`src/rtl/psr_regs.svh`:
```
`ifndef PSR_REGS_SVH
`define PSR_REGS_SVH

// ----------------------------------------
// Frame layout
// ----------------------------------------
`define PSR_START_BITS   3'h7
`define PSR_STOP_BITS    3'h0
`define PSR_FRAME_FULL   4'hA
`define PSR_START_MSB    9
`define PSR_START_LSB    7
`define PSR_SETUP_MSB    6
`define PSR_SETUP_LSB    3
`define PSR_STOP_MSB     2
`define PSR_STOP_LSB     0

// ----------------------------------------
// Setup codes and reset pattern defaults
// ----------------------------------------
`define PSR_CODE_PRES    4'hA
`define PSR_CODE_TEMP    4'h9
`define PSR_CODE_CAL1    4'h5
`define PSR_CODE_CAL2    4'h6
`define PSR_CODE_CAL3    4'hC
`define PSR_CODE_CAL4    4'h3
`define PSR_RST_PATTERN  21'h155540

// ----------------------------------------
// Counts
// ----------------------------------------
`define PSR_ACK_LAST     5'h01
`define PSR_READ_LAST    5'h10
`define PSR_CONV_MCLKS   12'h040
`define PSR_CALIB_INIT   64'h1234_5678_9ABC_DEF0
`define PSR_WORD_MSB     15

`endif

```
`src/rtl/psr_pkg.sv`:
```
`default_nettype none

package psr_pkg;

  typedef enum logic [2:0]
  {
    PSR_IDLE = 3'b000,
    PSR_ACK  = 3'b001,
    PSR_SPIN = 3'b010,
    PSR_CONV = 3'b011,
    PSR_READ = 3'b100
  } psr_state_t;

  typedef enum logic [2:0]
  {
    PSR_CMD_NONE = 3'b000,
    PSR_CMD_PRES = 3'b001,
    PSR_CMD_TEMP = 3'b010,
    PSR_CMD_CAL1 = 3'b011,
    PSR_CMD_CAL2 = 3'b100,
    PSR_CMD_CAL3 = 3'b101,
    PSR_CMD_CAL4 = 3'b110
  } psr_cmd_t;

  typedef struct packed
  {
    logic sclk;
    logic din;
    logic mclk;
  } psr_pins_t;

endpackage

`default_nettype wire

```
`src/rtl/psr_edge.sv`:
```
`timescale 1ns/1ps
`default_nettype none

module psr_edge
(
  input  wire logic clk,
  input  wire logic rst_n,
  input  wire logic pin,
  output logic      level,
  output logic      rise
);

  logic meta_ff;
  logic sync_ff;
  logic last_ff;
  logic nxt_meta;
  logic nxt_sync;
  logic nxt_last;

  always_comb
  begin
    nxt_meta = pin;
    nxt_sync = meta_ff;
    nxt_last = sync_ff;
  end

  always_ff @(posedge clk or negedge rst_n)
  begin
    if (!rst_n)
    begin
      meta_ff <= 1'b0;
      sync_ff <= 1'b0;
      last_ff <= 1'b0;
    end
    else
    begin
      meta_ff <= nxt_meta;
      sync_ff <= nxt_sync;
      last_ff <= nxt_last;
    end
  end

  assign level = sync_ff;
  assign rise  = sync_ff & ~last_ff;

endmodule

`default_nettype wire

```
`src/rtl/psr_readout.sv`:
```
// How it works
// - Instruction bits on the input line are captured at serial clock rising edges.
// - The output line changes at serial clock rising edges, and falls once at conversion completion.
// - Output carries a conversion result or calibration data, per last instruction.
// - Seven commands: pressure, temperature, four calibration reads, reset.
// - No chip select; every transaction opens with an instruction sequence.
// - Setup field framed by three high start bits and three low stop bits.
// - Four-bit setup field selects pressure, temperature or calibration data.
// - Conversion start is acknowledged by the output rising low to high.
// - Seventeen serial clocks shift out the sixteen-bit result.
// - Readout may pause with clock held; position is kept.
// - Reset pattern is recognised in any state and returns to idle.
// - Reset sequence is twenty-one serial bits on the input line.
// - Sixty-four-bit calibration store read as four sixteen-bit words.
// - Pressure and temperature results are sixteen-bit unsigned words.
// - Calibration words pack six coefficients, two split across words.
`timescale 1ns/1ps
`default_nettype none
`include "psr_regs.svh"

module psr_readout
  import psr_pkg::*;
#(
  parameter logic [3:0]  CODE_PRES   = `PSR_CODE_PRES,
  parameter logic [3:0]  CODE_TEMP   = `PSR_CODE_TEMP,
  parameter logic [3:0]  CODE_CAL1   = `PSR_CODE_CAL1,
  parameter logic [3:0]  CODE_CAL2   = `PSR_CODE_CAL2,
  parameter logic [3:0]  CODE_CAL3   = `PSR_CODE_CAL3,
  parameter logic [3:0]  CODE_CAL4   = `PSR_CODE_CAL4,
  parameter logic [20:0] RST_PATTERN = `PSR_RST_PATTERN,
  parameter logic [63:0] CALIB_STORE = `PSR_CALIB_INIT,
  parameter logic [11:0] CONV_MCLKS  = `PSR_CONV_MCLKS
)
(
  input  wire logic        REF_CLK,
  input  wire logic        NRST,
  input  wire logic        SCLK,
  input  wire logic        DIN,
  input  wire logic        MCLK,
  input  wire logic [15:0] ADC_SAMPLE,
  output logic             DOUT,
  output logic             CONV_BUSY,
  output logic             CONV_TEMP
);

  // ----------------------------------------
  // Pin synchronisers
  // ----------------------------------------
  psr_pins_t lvl;
  psr_pins_t rise;

  psr_edge u_sclk (.clk(REF_CLK), .rst_n(NRST), .pin(SCLK), .level(lvl.sclk), .rise(rise.sclk));
  psr_edge u_din  (.clk(REF_CLK), .rst_n(NRST), .pin(DIN),  .level(lvl.din),  .rise(rise.din));
  psr_edge u_mclk (.clk(REF_CLK), .rst_n(NRST), .pin(MCLK), .level(lvl.mclk), .rise(rise.mclk));

  // ----------------------------------------
  // Helpers
  // ----------------------------------------
  function automatic psr_cmd_t decode(input logic [3:0] code);
    psr_cmd_t c;
    c = PSR_CMD_NONE;
    if (code == CODE_PRES)      c = PSR_CMD_PRES;
    else if (code == CODE_TEMP) c = PSR_CMD_TEMP;
    else if (code == CODE_CAL1) c = PSR_CMD_CAL1;
    else if (code == CODE_CAL2) c = PSR_CMD_CAL2;
    else if (code == CODE_CAL3) c = PSR_CMD_CAL3;
    else if (code == CODE_CAL4) c = PSR_CMD_CAL4;
    return c;
  endfunction

  // Word order follows the store from its top bits down
  function automatic logic [15:0] calib_word(input logic [1:0] idx);
    logic [15:0] w;
    case (idx)
      2'h0:    w = CALIB_STORE[63:48];
      2'h1:    w = CALIB_STORE[47:32];
      2'h2:    w = CALIB_STORE[31:16];
      default: w = CALIB_STORE[15:0];
    endcase
    return w;
  endfunction

  // ----------------------------------------
  // Protocol state
  // ----------------------------------------
  psr_state_t  state_ff,  nxt_state;
  logic [20:0] hist_ff,   nxt_hist;
  logic [3:0]  fill_ff,   nxt_fill;
  logic [4:0]  cnt_ff,    nxt_cnt;
  logic [11:0] mcnt_ff,   nxt_mcnt;
  logic [15:0] shift_ff,  nxt_shift;
  logic        dout_ff,   nxt_dout;
  logic        busy_ff,   nxt_busy;
  logic        temp_ff,   nxt_temp;
  logic        rst_hit;
  logic        frame_ok;
  psr_cmd_t    cmd;

  always_comb
  begin
    nxt_state = state_ff;
    nxt_hist  = hist_ff;
    nxt_fill  = fill_ff;
    nxt_cnt   = cnt_ff;
    nxt_mcnt  = mcnt_ff;
    nxt_shift = shift_ff;
    nxt_dout  = dout_ff;
    nxt_busy  = busy_ff;
    nxt_temp  = temp_ff;
    if (rise.sclk)
      nxt_hist = {hist_ff[19:0], lvl.din};
    rst_hit  = rise.sclk && (nxt_hist == RST_PATTERN);
    frame_ok = (nxt_hist[`PSR_START_MSB:`PSR_START_LSB] == `PSR_START_BITS)
            && (nxt_hist[`PSR_STOP_MSB:`PSR_STOP_LSB] == `PSR_STOP_BITS);
    cmd      = decode(nxt_hist[`PSR_SETUP_MSB:`PSR_SETUP_LSB]);
    if (rst_hit)
    begin
      // Reset wins over every state so a lost host can always recover
      nxt_state = PSR_IDLE;
      nxt_fill  = 4'h0;
      nxt_dout  = 1'b0;
      nxt_busy  = 1'b0;
    end
    else
    begin
      case (state_ff)
        PSR_IDLE:
          if (rise.sclk)
          begin
            // Only bits shifted since idle may form a frame
            if (fill_ff != `PSR_FRAME_FULL)
              nxt_fill = fill_ff + 4'h1;
            if ((nxt_fill == `PSR_FRAME_FULL) && frame_ok && (cmd != PSR_CMD_NONE))
            begin
              nxt_fill = 4'h0;
              nxt_cnt  = 5'h00;
              nxt_temp = (cmd == PSR_CMD_TEMP);
              case (cmd)
                PSR_CMD_PRES, PSR_CMD_TEMP: nxt_state = PSR_ACK;
                default:
                begin
                  nxt_state = PSR_READ;
                  nxt_shift = calib_word(2'(cmd - PSR_CMD_CAL1));
                end
              endcase
            end
          end
        PSR_ACK:
          if (rise.sclk)
          begin
            nxt_dout  = 1'b1;
            nxt_busy  = 1'b1;
            nxt_mcnt  = 12'h000;
            nxt_cnt   = 5'h00;
            nxt_state = PSR_SPIN;
          end
        PSR_SPIN, PSR_CONV:
        begin
          if (rise.mclk && (mcnt_ff != CONV_MCLKS))
            nxt_mcnt = mcnt_ff + 12'h001;
          if (state_ff == PSR_SPIN)
          begin
            if (rise.sclk)
            begin
              if (cnt_ff == `PSR_ACK_LAST)
                nxt_state = PSR_CONV;
              else
                nxt_cnt = cnt_ff + 5'h01;
            end
          end
          else if (mcnt_ff == CONV_MCLKS)
          begin
            // Completion edge; the only output change not tied to the clock
            nxt_dout  = 1'b0;
            nxt_busy  = 1'b0;
            nxt_shift = ADC_SAMPLE;
            nxt_cnt   = 5'h00;
            nxt_state = PSR_READ;
          end
        end
        PSR_READ:
          if (rise.sclk)
          begin
            if (cnt_ff == `PSR_READ_LAST)
            begin
              nxt_dout  = 1'b0;
              nxt_state = PSR_IDLE;
            end
            else
            begin
              nxt_dout  = shift_ff[`PSR_WORD_MSB];
              nxt_shift = {shift_ff[14:0], 1'b0};
              nxt_cnt   = cnt_ff + 5'h01;
            end
          end
        default:
          nxt_state = PSR_IDLE;
      endcase
    end
  end

  always_ff @(posedge REF_CLK or negedge NRST)
  begin
    if (!NRST)
    begin
      state_ff <= PSR_IDLE;
      hist_ff  <= 21'h000000;
      fill_ff  <= 4'h0;
      cnt_ff   <= 5'h00;
      mcnt_ff  <= 12'h000;
      shift_ff <= 16'h0000;
      dout_ff  <= 1'b0;
      busy_ff  <= 1'b0;
      temp_ff  <= 1'b0;
    end
    else
    begin
      state_ff <= nxt_state;
      hist_ff  <= nxt_hist;
      fill_ff  <= nxt_fill;
      cnt_ff   <= nxt_cnt;
      mcnt_ff  <= nxt_mcnt;
      shift_ff <= nxt_shift;
      dout_ff  <= nxt_dout;
      busy_ff  <= nxt_busy;
      temp_ff  <= nxt_temp;
    end
  end

  assign DOUT      = dout_ff;
  assign CONV_BUSY = busy_ff;
  assign CONV_TEMP = temp_ff;
endmodule

`default_nettype wire

```
`config.mk`:
```
export PLATFORM = sky130hd
export DESIGN_NAME = psr_readout
export DESIGN_NICKNAME = d
export VERILOG_FILES = /design/src/rtl/psr_pkg.sv /design/src/rtl/psr_edge.sv /design/src/rtl/psr_readout.sv
export VERILOG_INCLUDE_DIRS = /design/src /design/src/rtl
export SDC_FILE = /design/constraint.sdc
export NUM_CORES = 1
export LEC_CHECK = 0
export ABC_AREA = 0
export BUFFER_PORTS_ARGS = -buffer_cell sky130_fd_sc_hd__buf_2
export CAP_MARGIN = 20
export CORE_AREA = 10 10 98 100
export CTS_CLUSTER_SIZE = 10
export DETAILED_ROUTE_END_ITERATION = 12
export DIE_AREA = 0 0 108 110
export PLACE_DENSITY = 0.8
export SLEW_MARGIN = 20
export SYNTH_ARGS = -nofsm -noshare
export SYNTH_HDL_FRONTEND = slang
export SYNTH_SLANG_ARGS = --single-unit
```
`constraint.sdc`:
```
create_clock -name REF_CLK -period 5.2 [get_ports REF_CLK]
set_input_delay 0.26 -clock REF_CLK [delete_from_list [all_inputs] [get_ports REF_CLK]]
set_output_delay 0.26 -clock REF_CLK [all_outputs]
set_load 0.02 [all_outputs]
```
Word level (Yosys, flattened, before mapping)

Index checks and enable logic that the tools add are counted.

Output and inout bits: 3
Register bits after elaboration: 72

Bitwise operators: 5
Add/sub/neg operators: 4
Equal/unequal tests: 44
Multiplexer cells: 58
Reductions and logical operators: 26

Operators by type and width:

| cell                                            | number |
|---|---|
| 2-to-1 mux 16 bit                               | 7 |
| case mux 16 bit (3 select lines)                | 2 |
| 2-to-1 mux 3 bit                                | 17 |
| 2-to-1 mux 5 bit                                | 9 |
| 2-to-1 mux 4 bit                                | 8 |
| 2-to-1 mux 12 bit                               | 2 |
| case mux 12 bit (2 select lines)                | 1 |
| == test 21 bit (second input constant)          | 1 |
| 2-to-1 mux 21 bit                               | 1 |
| case mux 5 bit (4 select lines)                 | 1 |
| != test 3 bit (second input constant)           | 6 |
| == test 4 bit (second input constant)           | 4 |
| adder 12 x 1 -> 12 bit (second input constant)  | 1 |
| == test 12 x 7 -> 1 bit (second input constant) | 1 |
| != test 12 x 7 -> 1 bit (second input constant) | 1 |
| != test 2 bit (second input constant)           | 6 |
| != test 3 x 2 -> 1 bit (second input constant)  | 4 |
| != test 4 bit (second input constant)           | 3 |
| case mux 3 bit (4 select lines)                 | 1 |
| AND reduction 4 bit                             | 3 |
| AND reduction 10 bit                            | 1 |
| == test 3 x 2 -> 1 bit (second input constant)  | 3 |
| AND reduction 9 bit                             | 1 |
| nonzero test 3 bit                              | 3 |
| 27 further kinds                                | 50 |

Depth between registers and ports, before layout

Word-level depth: 17
Gate-level depth with buffers: 13

Hierarchy

A second synthesis with hierarchy kept.

Cell total of the unflattened synthesis: 396
Area, all modules: 4,097.7 um2

Modules (own cells, without submodules):

| module      | cells an instance | area an instance (um2) | seq. area each (um2) | instances |
|---|---|---|---|---|
| psr_readout | 384               | 3,831.2                | 1,601.5              | 1 |
| psr_edge    | 4                 | 88.8                   | 75.1                 | 3 |

Worst setup path before layout

OpenSTA, ideal clock, no wires.

Kind: register to register
Start point: register u_sclk.sync_ff (netlist: u_sclk.level)
End point: register shift_ff[10]
Arrival time: 2.697 ns
Stages on the path, launching flop included: 12
Buffers on the path: 2
Setup slack: 2.378 ns
Data required time: 5.075 ns
Period minus slack after synthesis: 2.822 ns
Library setup time: 0.125 ns
Path through: dfrtp_1 > nor2b_1 > buf_4 > o32ai_1 > a32oi_1 > inv_1 > ha_1 > o211ai_1 > o211ai_1 > nor4_4 > buf_6 > mux2_4

Cells in the longest elaborated chain, start to end: 16

Ends and longest elaborated chain:

| element                                     | RTL line           | source |
|---|---|---|
| start, declared                             | psr_edge.sv:14     | `logic sync_ff;` |
| start signal, assigned                      | psr_edge.sv:38     | `sync_ff <= nxt_sync;` |
| bitwise AND 1 bit *                         | psr_edge.sv:44     | `assign rise = sync_ff & ~last_ff;` |
| 2-to-1 mux 21 bit                           | psr_readout.sv:110 | `if (rise.sclk)` |
| == test 4 x 2 -> 1 bit                      | psr_readout.sv:67  | `else if (code == CODE_CAL4) c = PSR_CMD_CAL4;` |
| 2-to-1 mux 3 bit                            | psr_readout.sv:67  |  |
| 2-to-1 mux 3 bit                            | psr_readout.sv:66  | `else if (code == CODE_CAL3) c = PSR_CMD_CAL3;` |
| 2-to-1 mux 3 bit                            | psr_readout.sv:65  | `else if (code == CODE_CAL2) c = PSR_CMD_CAL2;` |
| 2-to-1 mux 3 bit                            | psr_readout.sv:64  | `else if (code == CODE_CAL1) c = PSR_CMD_CAL1;` |
| 2-to-1 mux 3 bit                            | psr_readout.sv:63  | `else if (code == CODE_TEMP) c = PSR_CMD_TEMP;` |
| 2-to-1 mux 3 bit                            | psr_readout.sv:62  | `if (code == CODE_PRES) c = PSR_CMD_PRES;` |
| subtractor 2 bit                            | psr_readout.sv:143 | `nxt_shift = calib_word(2'(cmd - PSR_CMD_CAL1));` |
| == test 2 bit, or another cell as far along | psr_readout.sv:74  | `case (idx)` |
| case mux 16 bit (3 select lines)            | psr_readout.sv:74  |  |
| 2-to-1 mux 16 bit                           | psr_readout.sv:138 | `case (cmd)` |
| 2-to-1 mux 16 bit                           | psr_readout.sv:133 | `` if ((nxt_fill == `PSR_FRAME_FULL) && frame_ok && (cmd != PSR_CMD_NONE)) `` |
| 2-to-1 mux 16 bit                           | psr_readout.sv:128 | `if (rise.sclk)` |
| case mux 16 bit (3 select lines)            | psr_readout.sv:126 | `case (state_ff)` |
| end signal, assigned                        | psr_readout.sv:223 | `shift_ff <= nxt_shift;` |
| end, declared                               | psr_readout.sv:91  | `logic [15:0] shift_ff, nxt_shift;` |

Mark *: on every way between the ends. The rest lies on a longest branch, timed or not. The select of a mux whose other input is x is not followed.
A chain may end at the register's enable or synchronous reset.

Worst setup path after layout

Start point: register u_sclk.last_ff
End point: register shift_ff[6]

Cells in the longest elaborated chain, start to end: 17

Ends and longest elaborated chain:

| element                                     | RTL line           | source |
|---|---|---|
| start, declared                             | psr_edge.sv:15     | `logic last_ff;` |
| start signal, assigned                      | psr_edge.sv:39     | `last_ff <= nxt_last;` |
| NOT 1 bit *                                 | psr_edge.sv:44     |  |
| bitwise AND 1 bit *                         | psr_edge.sv:44     |  |
| 2-to-1 mux 21 bit                           | psr_readout.sv:110 |  |
| == test 4 x 2 -> 1 bit                      | psr_readout.sv:67  |  |
| 2-to-1 mux 3 bit                            | psr_readout.sv:67  |  |
| 2-to-1 mux 3 bit                            | psr_readout.sv:66  |  |
| 2-to-1 mux 3 bit                            | psr_readout.sv:65  |  |
| 2-to-1 mux 3 bit                            | psr_readout.sv:64  |  |
| 2-to-1 mux 3 bit                            | psr_readout.sv:63  |  |
| 2-to-1 mux 3 bit                            | psr_readout.sv:62  |  |
| subtractor 2 bit                            | psr_readout.sv:143 |  |
| == test 2 bit, or another cell as far along | psr_readout.sv:74  |  |
| case mux 16 bit (3 select lines)            | psr_readout.sv:74  |  |
| 2-to-1 mux 16 bit                           | psr_readout.sv:138 |  |
| 2-to-1 mux 16 bit                           | psr_readout.sv:133 |  |
| 2-to-1 mux 16 bit                           | psr_readout.sv:128 |  |
| case mux 16 bit (3 select lines)            | psr_readout.sv:126 |  |

Marked as above.

==> results summary <==
The cell count after synthesis came out at 431. The routed layout has 3248 vias. The number of top-level design ports came out at 24. The number of design-rule violations left by the first detailed-router iteration is 247. The post-synthesis async set-or-reset flop share is 100%. The total power density per cell area came out at 308 mW/mm².

The count of cells in the finished layout, fillers not included, comes to 554. Max-cap violations in this run came to 0. After synthesis, the mean cell area works out to 9.44 µm². The initial antenna violation count came out at 0. The number of pins with negative max-slew slack in the final report came out at 0. The area growth from synthesis to layout is 9.04%.

For this run, the leading register cell type out of synthesis is sky130_fd_sc_hd__dfrtp_1. In the layout the commonest cells are sky130_fd_sc_hd__nand2_1 (87), sky130_fd_sc_hd__dfrtp_1 (72), sky130_fd_sc_hd__o21ai_0 (25). The H-tree depth is 3. The post-CTS repair timing setup buffer count came out at 0. The transition time of the tightest slew-check pin is 1.04 ns. The worst setup path is launched from a flip-flop. The min-delay analysis places its worst path in the category in -> reg. The height of the die is 110 µm.

The final layout contains 478 nets. The count of state elements after synthesis is 72. Dividing the final minimum period by the clock period gives 63.0%. The port buffer count is 23.

The finished cells cover 0.00444 mm². The global-route wire length before repair is 15100 µm. The global route total overflow is 0.

The setup-violating endpoint count in the final report came out at 0. Along the worst path, the maximum fanout reaches 32. Once detail routing completed, the nets flagged for antenna violations numbered 0. The worst setup path is captured at a flip-flop. The mean number of vias per cell is 5.86.

The library cell used most frequently in the layout, excluding fill and tap cells, is sky130_fd_sc_hd__nand2_1. The number of global-route vias before repair is 3135. The number of failing hold endpoints at the final stage came out at 0. The post-placement cell count came out at 537.

The fill cell instance count of the final layout is 664. The number of clock buffers added by TritonCTS is 9. Data on the critical path arrives at its endpoint at 3.52 ns. The clock tree from TritonCTS is yes.

In this run the tightest slew margin relative to its limit is 30.6%. The post-detailed-route wirelength per cell came out at 15.9 µm. Cells with a size suffix above 1 make up 16.2% of the layout. The worst endpoint required time came out at 5.45 ns.

The pin count of the biggest net entering global routing came out at 73. The initial core utilization is 53.2%. The overall die width is 108 µm. The final RePlAce weighted congestion came out at 0.922. The largest vdd supply drop came out at 0.203 mV.

The count of yosys warnings during synthesis came out at 0. The highest clock frequency the design can meet came out at 305 MHz. Counting every sink on the clock net gives 72. The placed instance area is 0.00421 mm². Summed over all layers, the routed wires come to 8820 µm. Clock-pin slew was measured on the worst setup and hold paths at 0.08 ns. The minimum clock period is 3.27 ns. The worst setup path category is reg -> reg. The root buffer cell chosen for the clock tree is sky130_fd_sc_hd__clkbuf_8. The detailed placer's ending HPWL is 6010 µm. The run finished with clean final reports. The final antenna diode count came out at 0. In this run the cell area of the synthesized design comes to 0.00407 mm². The number of standard-cell rows in the floorplan came out at 32. The floorplan core area is 0.00765 mm². The latest clock arrival within the worst-skew pair is 0.36 ns. The net count after synthesis is 462. The remaining routing DRC violations came out at 0. The static leakage power came out at 1.99 nW.

The total routing resource utilization after global routing is 15.5%. The final sum of negative setup slack is 0 ns. The first TritonRoute pass finished after 5 iterations. The total die area is 0.0119 mm².

The distinct cell type count of the synthesized netlist is 69. The clock passes through at most 2 buffers. The number of enable-type register cells in the synthesized netlist is 0. Setup repair after global routing left no endpoint under its margin. The maximum clock skew at final layout is 0.0125 ns. The fraction of the yosys area taken by sequential cells came out at 44.3%.
-- synth_stat cells (2+ instances only) --
| master | number | share of area (%) |
|---|---|---|
| sky130_fd_sc_hd__nor3b_1 | 3 | 0.55 |
| sky130_fd_sc_hd__clkbuf_1 | 8 | 0.74 |
| sky130_fd_sc_hd__buf_6 | 4 | 1.1 |
| sky130_fd_sc_hd__mux2_2 | 6 | 1.7 |
| sky130_fd_sc_hd__nor3_1 | 7 | 0.86 |
| sky130_fd_sc_hd__nor4b_1 | 3 | 0.65 |
| sky130_fd_sc_hd__dfrtp_1 | 72 | 44 |
| sky130_fd_sc_hd__a221o_1 | 3 | 0.74 |
| sky130_fd_sc_hd__xor2_1 | 2 | 0.43 |
| sky130_fd_sc_hd__o31ai_1 | 5 | 0.92 |
| sky130_fd_sc_hd__nor2_1 | 21 | 1.9 |
| sky130_fd_sc_hd__or4b_2 | 2 | 0.49 |
| sky130_fd_sc_hd__nand3_1 | 16 | 2.0 |
| sky130_fd_sc_hd__mux2_4 | 9 | 3.3 |
| sky130_fd_sc_hd__nor2b_1 | 4 | 0.61 |
| sky130_fd_sc_hd__nand2_1 | 87 | 8.0 |
| sky130_fd_sc_hd__o41ai_1 | 3 | 0.65 |
| sky130_fd_sc_hd__nor4_1 | 3 | 0.46 |
| sky130_fd_sc_hd__a22o_1 | 3 | 0.65 |
| sky130_fd_sc_hd__buf_2 | 5 | 0.61 |
| sky130_fd_sc_hd__a21o_1 | 3 | 0.55 |
| sky130_fd_sc_hd__ha_1 | 10 | 3.1 |
| sky130_fd_sc_hd__buf_4 | 3 | 0.55 |
| sky130_fd_sc_hd__inv_1 | 16 | 1.5 |
| sky130_fd_sc_hd__mux2i_1 | 3 | 0.74 |
| sky130_fd_sc_hd__o211ai_1 | 2 | 0.37 |
| sky130_fd_sc_hd__o21ai_0 | 25 | 3.1 |
| sky130_fd_sc_hd__xnor2_1 | 3 | 0.65 |
| sky130_fd_sc_hd__or3_1 | 11 | 1.7 |
| sky130_fd_sc_hd__nand2b_1 | 6 | 0.92 |
| sky130_fd_sc_hd__or4_1 | 4 | 0.74 |
| sky130_fd_sc_hd__a22oi_1 | 10 | 1.8 |
| sky130_fd_sc_hd__nand3b_1 | 4 | 0.74 |
| sky130_fd_sc_hd__a21oi_1 | 24 | 3.0 |
| sky130_fd_sc_hd__a32oi_1 | 2 | 0.43 |
| sky130_fd_sc_hd__buf_1 | 2 | 0.18 |
| sky130_fd_sc_hd__a31oi_1 | 4 | 0.61 |
| sky130_fd_sc_hd__nand4b_1 | 2 | 0.43 |
-- metal layers --
layer,track usage (%),vias to the layer above,part of all wire [%]
met1,19.8,1589,45
met2,25.0,78,49
li1,-,1571,-
met5,0,-,0
met3,4.18,10,4.7
met4,5.34,0,1.3
-- path summary, 6_finish.rpt --
path,depth (start not counted),startpoint,end,slack [ns]
setup reg to reg,10,u_sclk.last_ff$_DFF_PN0_,shift_ff[6]$_DFFE_PN0P_,1.93
min in group asynchronous,2,NRST,cnt_ff[3]$_DFFE_PN0P_,0.12
hold / removal,1,MCLK,u_mclk.meta_ff$_DFF_PN0_,0.02
hold reg to reg,0,u_mclk.meta_ff$_DFF_PN0_,u_mclk.level$_DFF_PN0_,0.35
setup / recovery,10,u_sclk.last_ff$_DFF_PN0_,shift_ff[6]$_DFFE_PN0P_,1.93
max in group asynchronous,2,NRST,u_din.meta_ff$_DFF_PN0_,4.52
-- cells by family (layout without fill, tap and decap cells) --
kind of cell | after synthesis | in the layout | synth area share (%)
AO/OA/AOI/OAI | 99 | 99 | 16.9
XOR/XNOR | 5 | 5 | 1.08
buffers and inverters | 39 | 60 | 4.80
adder cells (fa/ha/maj) | 10 | 10 | 3.08
multiplexers | 18 | 18 | 5.72
flip-flops | 72 | 72 | 44.3
AND/OR/NAND/NOR | 188 | 188 | 24.1
-- stage by stage --
stage                     utilization (%)  power, mW  worst slack [ns]  hold WS (ns)
after floorplan                         -      0.821              2.38       -0.0356
after global placement               55.0      0.867              2.19         0.335
after detailed placement             55.0      0.881              2.00         0.336
after CTS                            57.9       1.37              1.99       0.00633
after global routing                 58.0       1.44              1.73       0.00761
final                                58.0       1.36              1.93        0.0243
-- critical path, cell delays in order (launching register included) --
cell and delay [ns]:
sky130_fd_sc_hd__dfrtp_1 0.44, sky130_fd_sc_hd__nand2b_4 0.37, sky130_fd_sc_hd__a21oi_1 0.15, sky130_fd_sc_hd__a32oi_1 0.55
sky130_fd_sc_hd__inv_1 0.10, sky130_fd_sc_hd__ha_1 0.21, sky130_fd_sc_hd__o211ai_1 0.29, sky130_fd_sc_hd__o211ai_1 0.17
sky130_fd_sc_hd__nor4_4 0.18, sky130_fd_sc_hd__buf_4 0.32, sky130_fd_sc_hd__mux2_2 0.37
-- state kept, by name, summed over array words and instances (netlist names) --
| register | cells |
|---|---|
| CONV_TEMP | 1 |
| hist_ff | 21 |
| u_mclk.level | 1 |
| u_sclk.last_ff | 1 |
| u_mclk.last_ff | 1 |
| mcnt_ff | 12 |
| u_mclk.meta_ff | 1 |
| u_din.level | 1 |
| CONV_BUSY | 1 |
| u_sclk.level | 1 |
| DOUT | 1 |
| fill_ff | 4 |
| u_din.meta_ff | 1 |
| state_ff | 3 |
| shift_ff | 16 |
| cnt_ff | 5 |
| u_sclk.meta_ff | 1 |
-- where the power goes --
group          leakage, nW  internal (mW)  switching [mW]
Combinational        0.913         0.0891           0.127
Clock                0.113          0.271           0.221
Sequential           0.963          0.599          0.0580
-- cell type report --
class / count / area (µm²) / share of cell area [%]
inverter: 16 / 60.1 / 1.35
multi-input combinational: 320 / 2070 / 46.7
clock inverter: 7 / 96.3 / 2.17
sequential: 72 / 1800 / 40.6
tap: 102 / 128 / 2.88
timing repair buffer: 28 / 155 / 3.50
clock buffer: 9 / 124 / 2.79
-- what timing repair did --
action,CTS,global route
gates resized for setup,0,0
hold buffers,0,1
endpoints found under the hold margin,0,1
No activity file was read; power rests on OpenSTA's default activity.
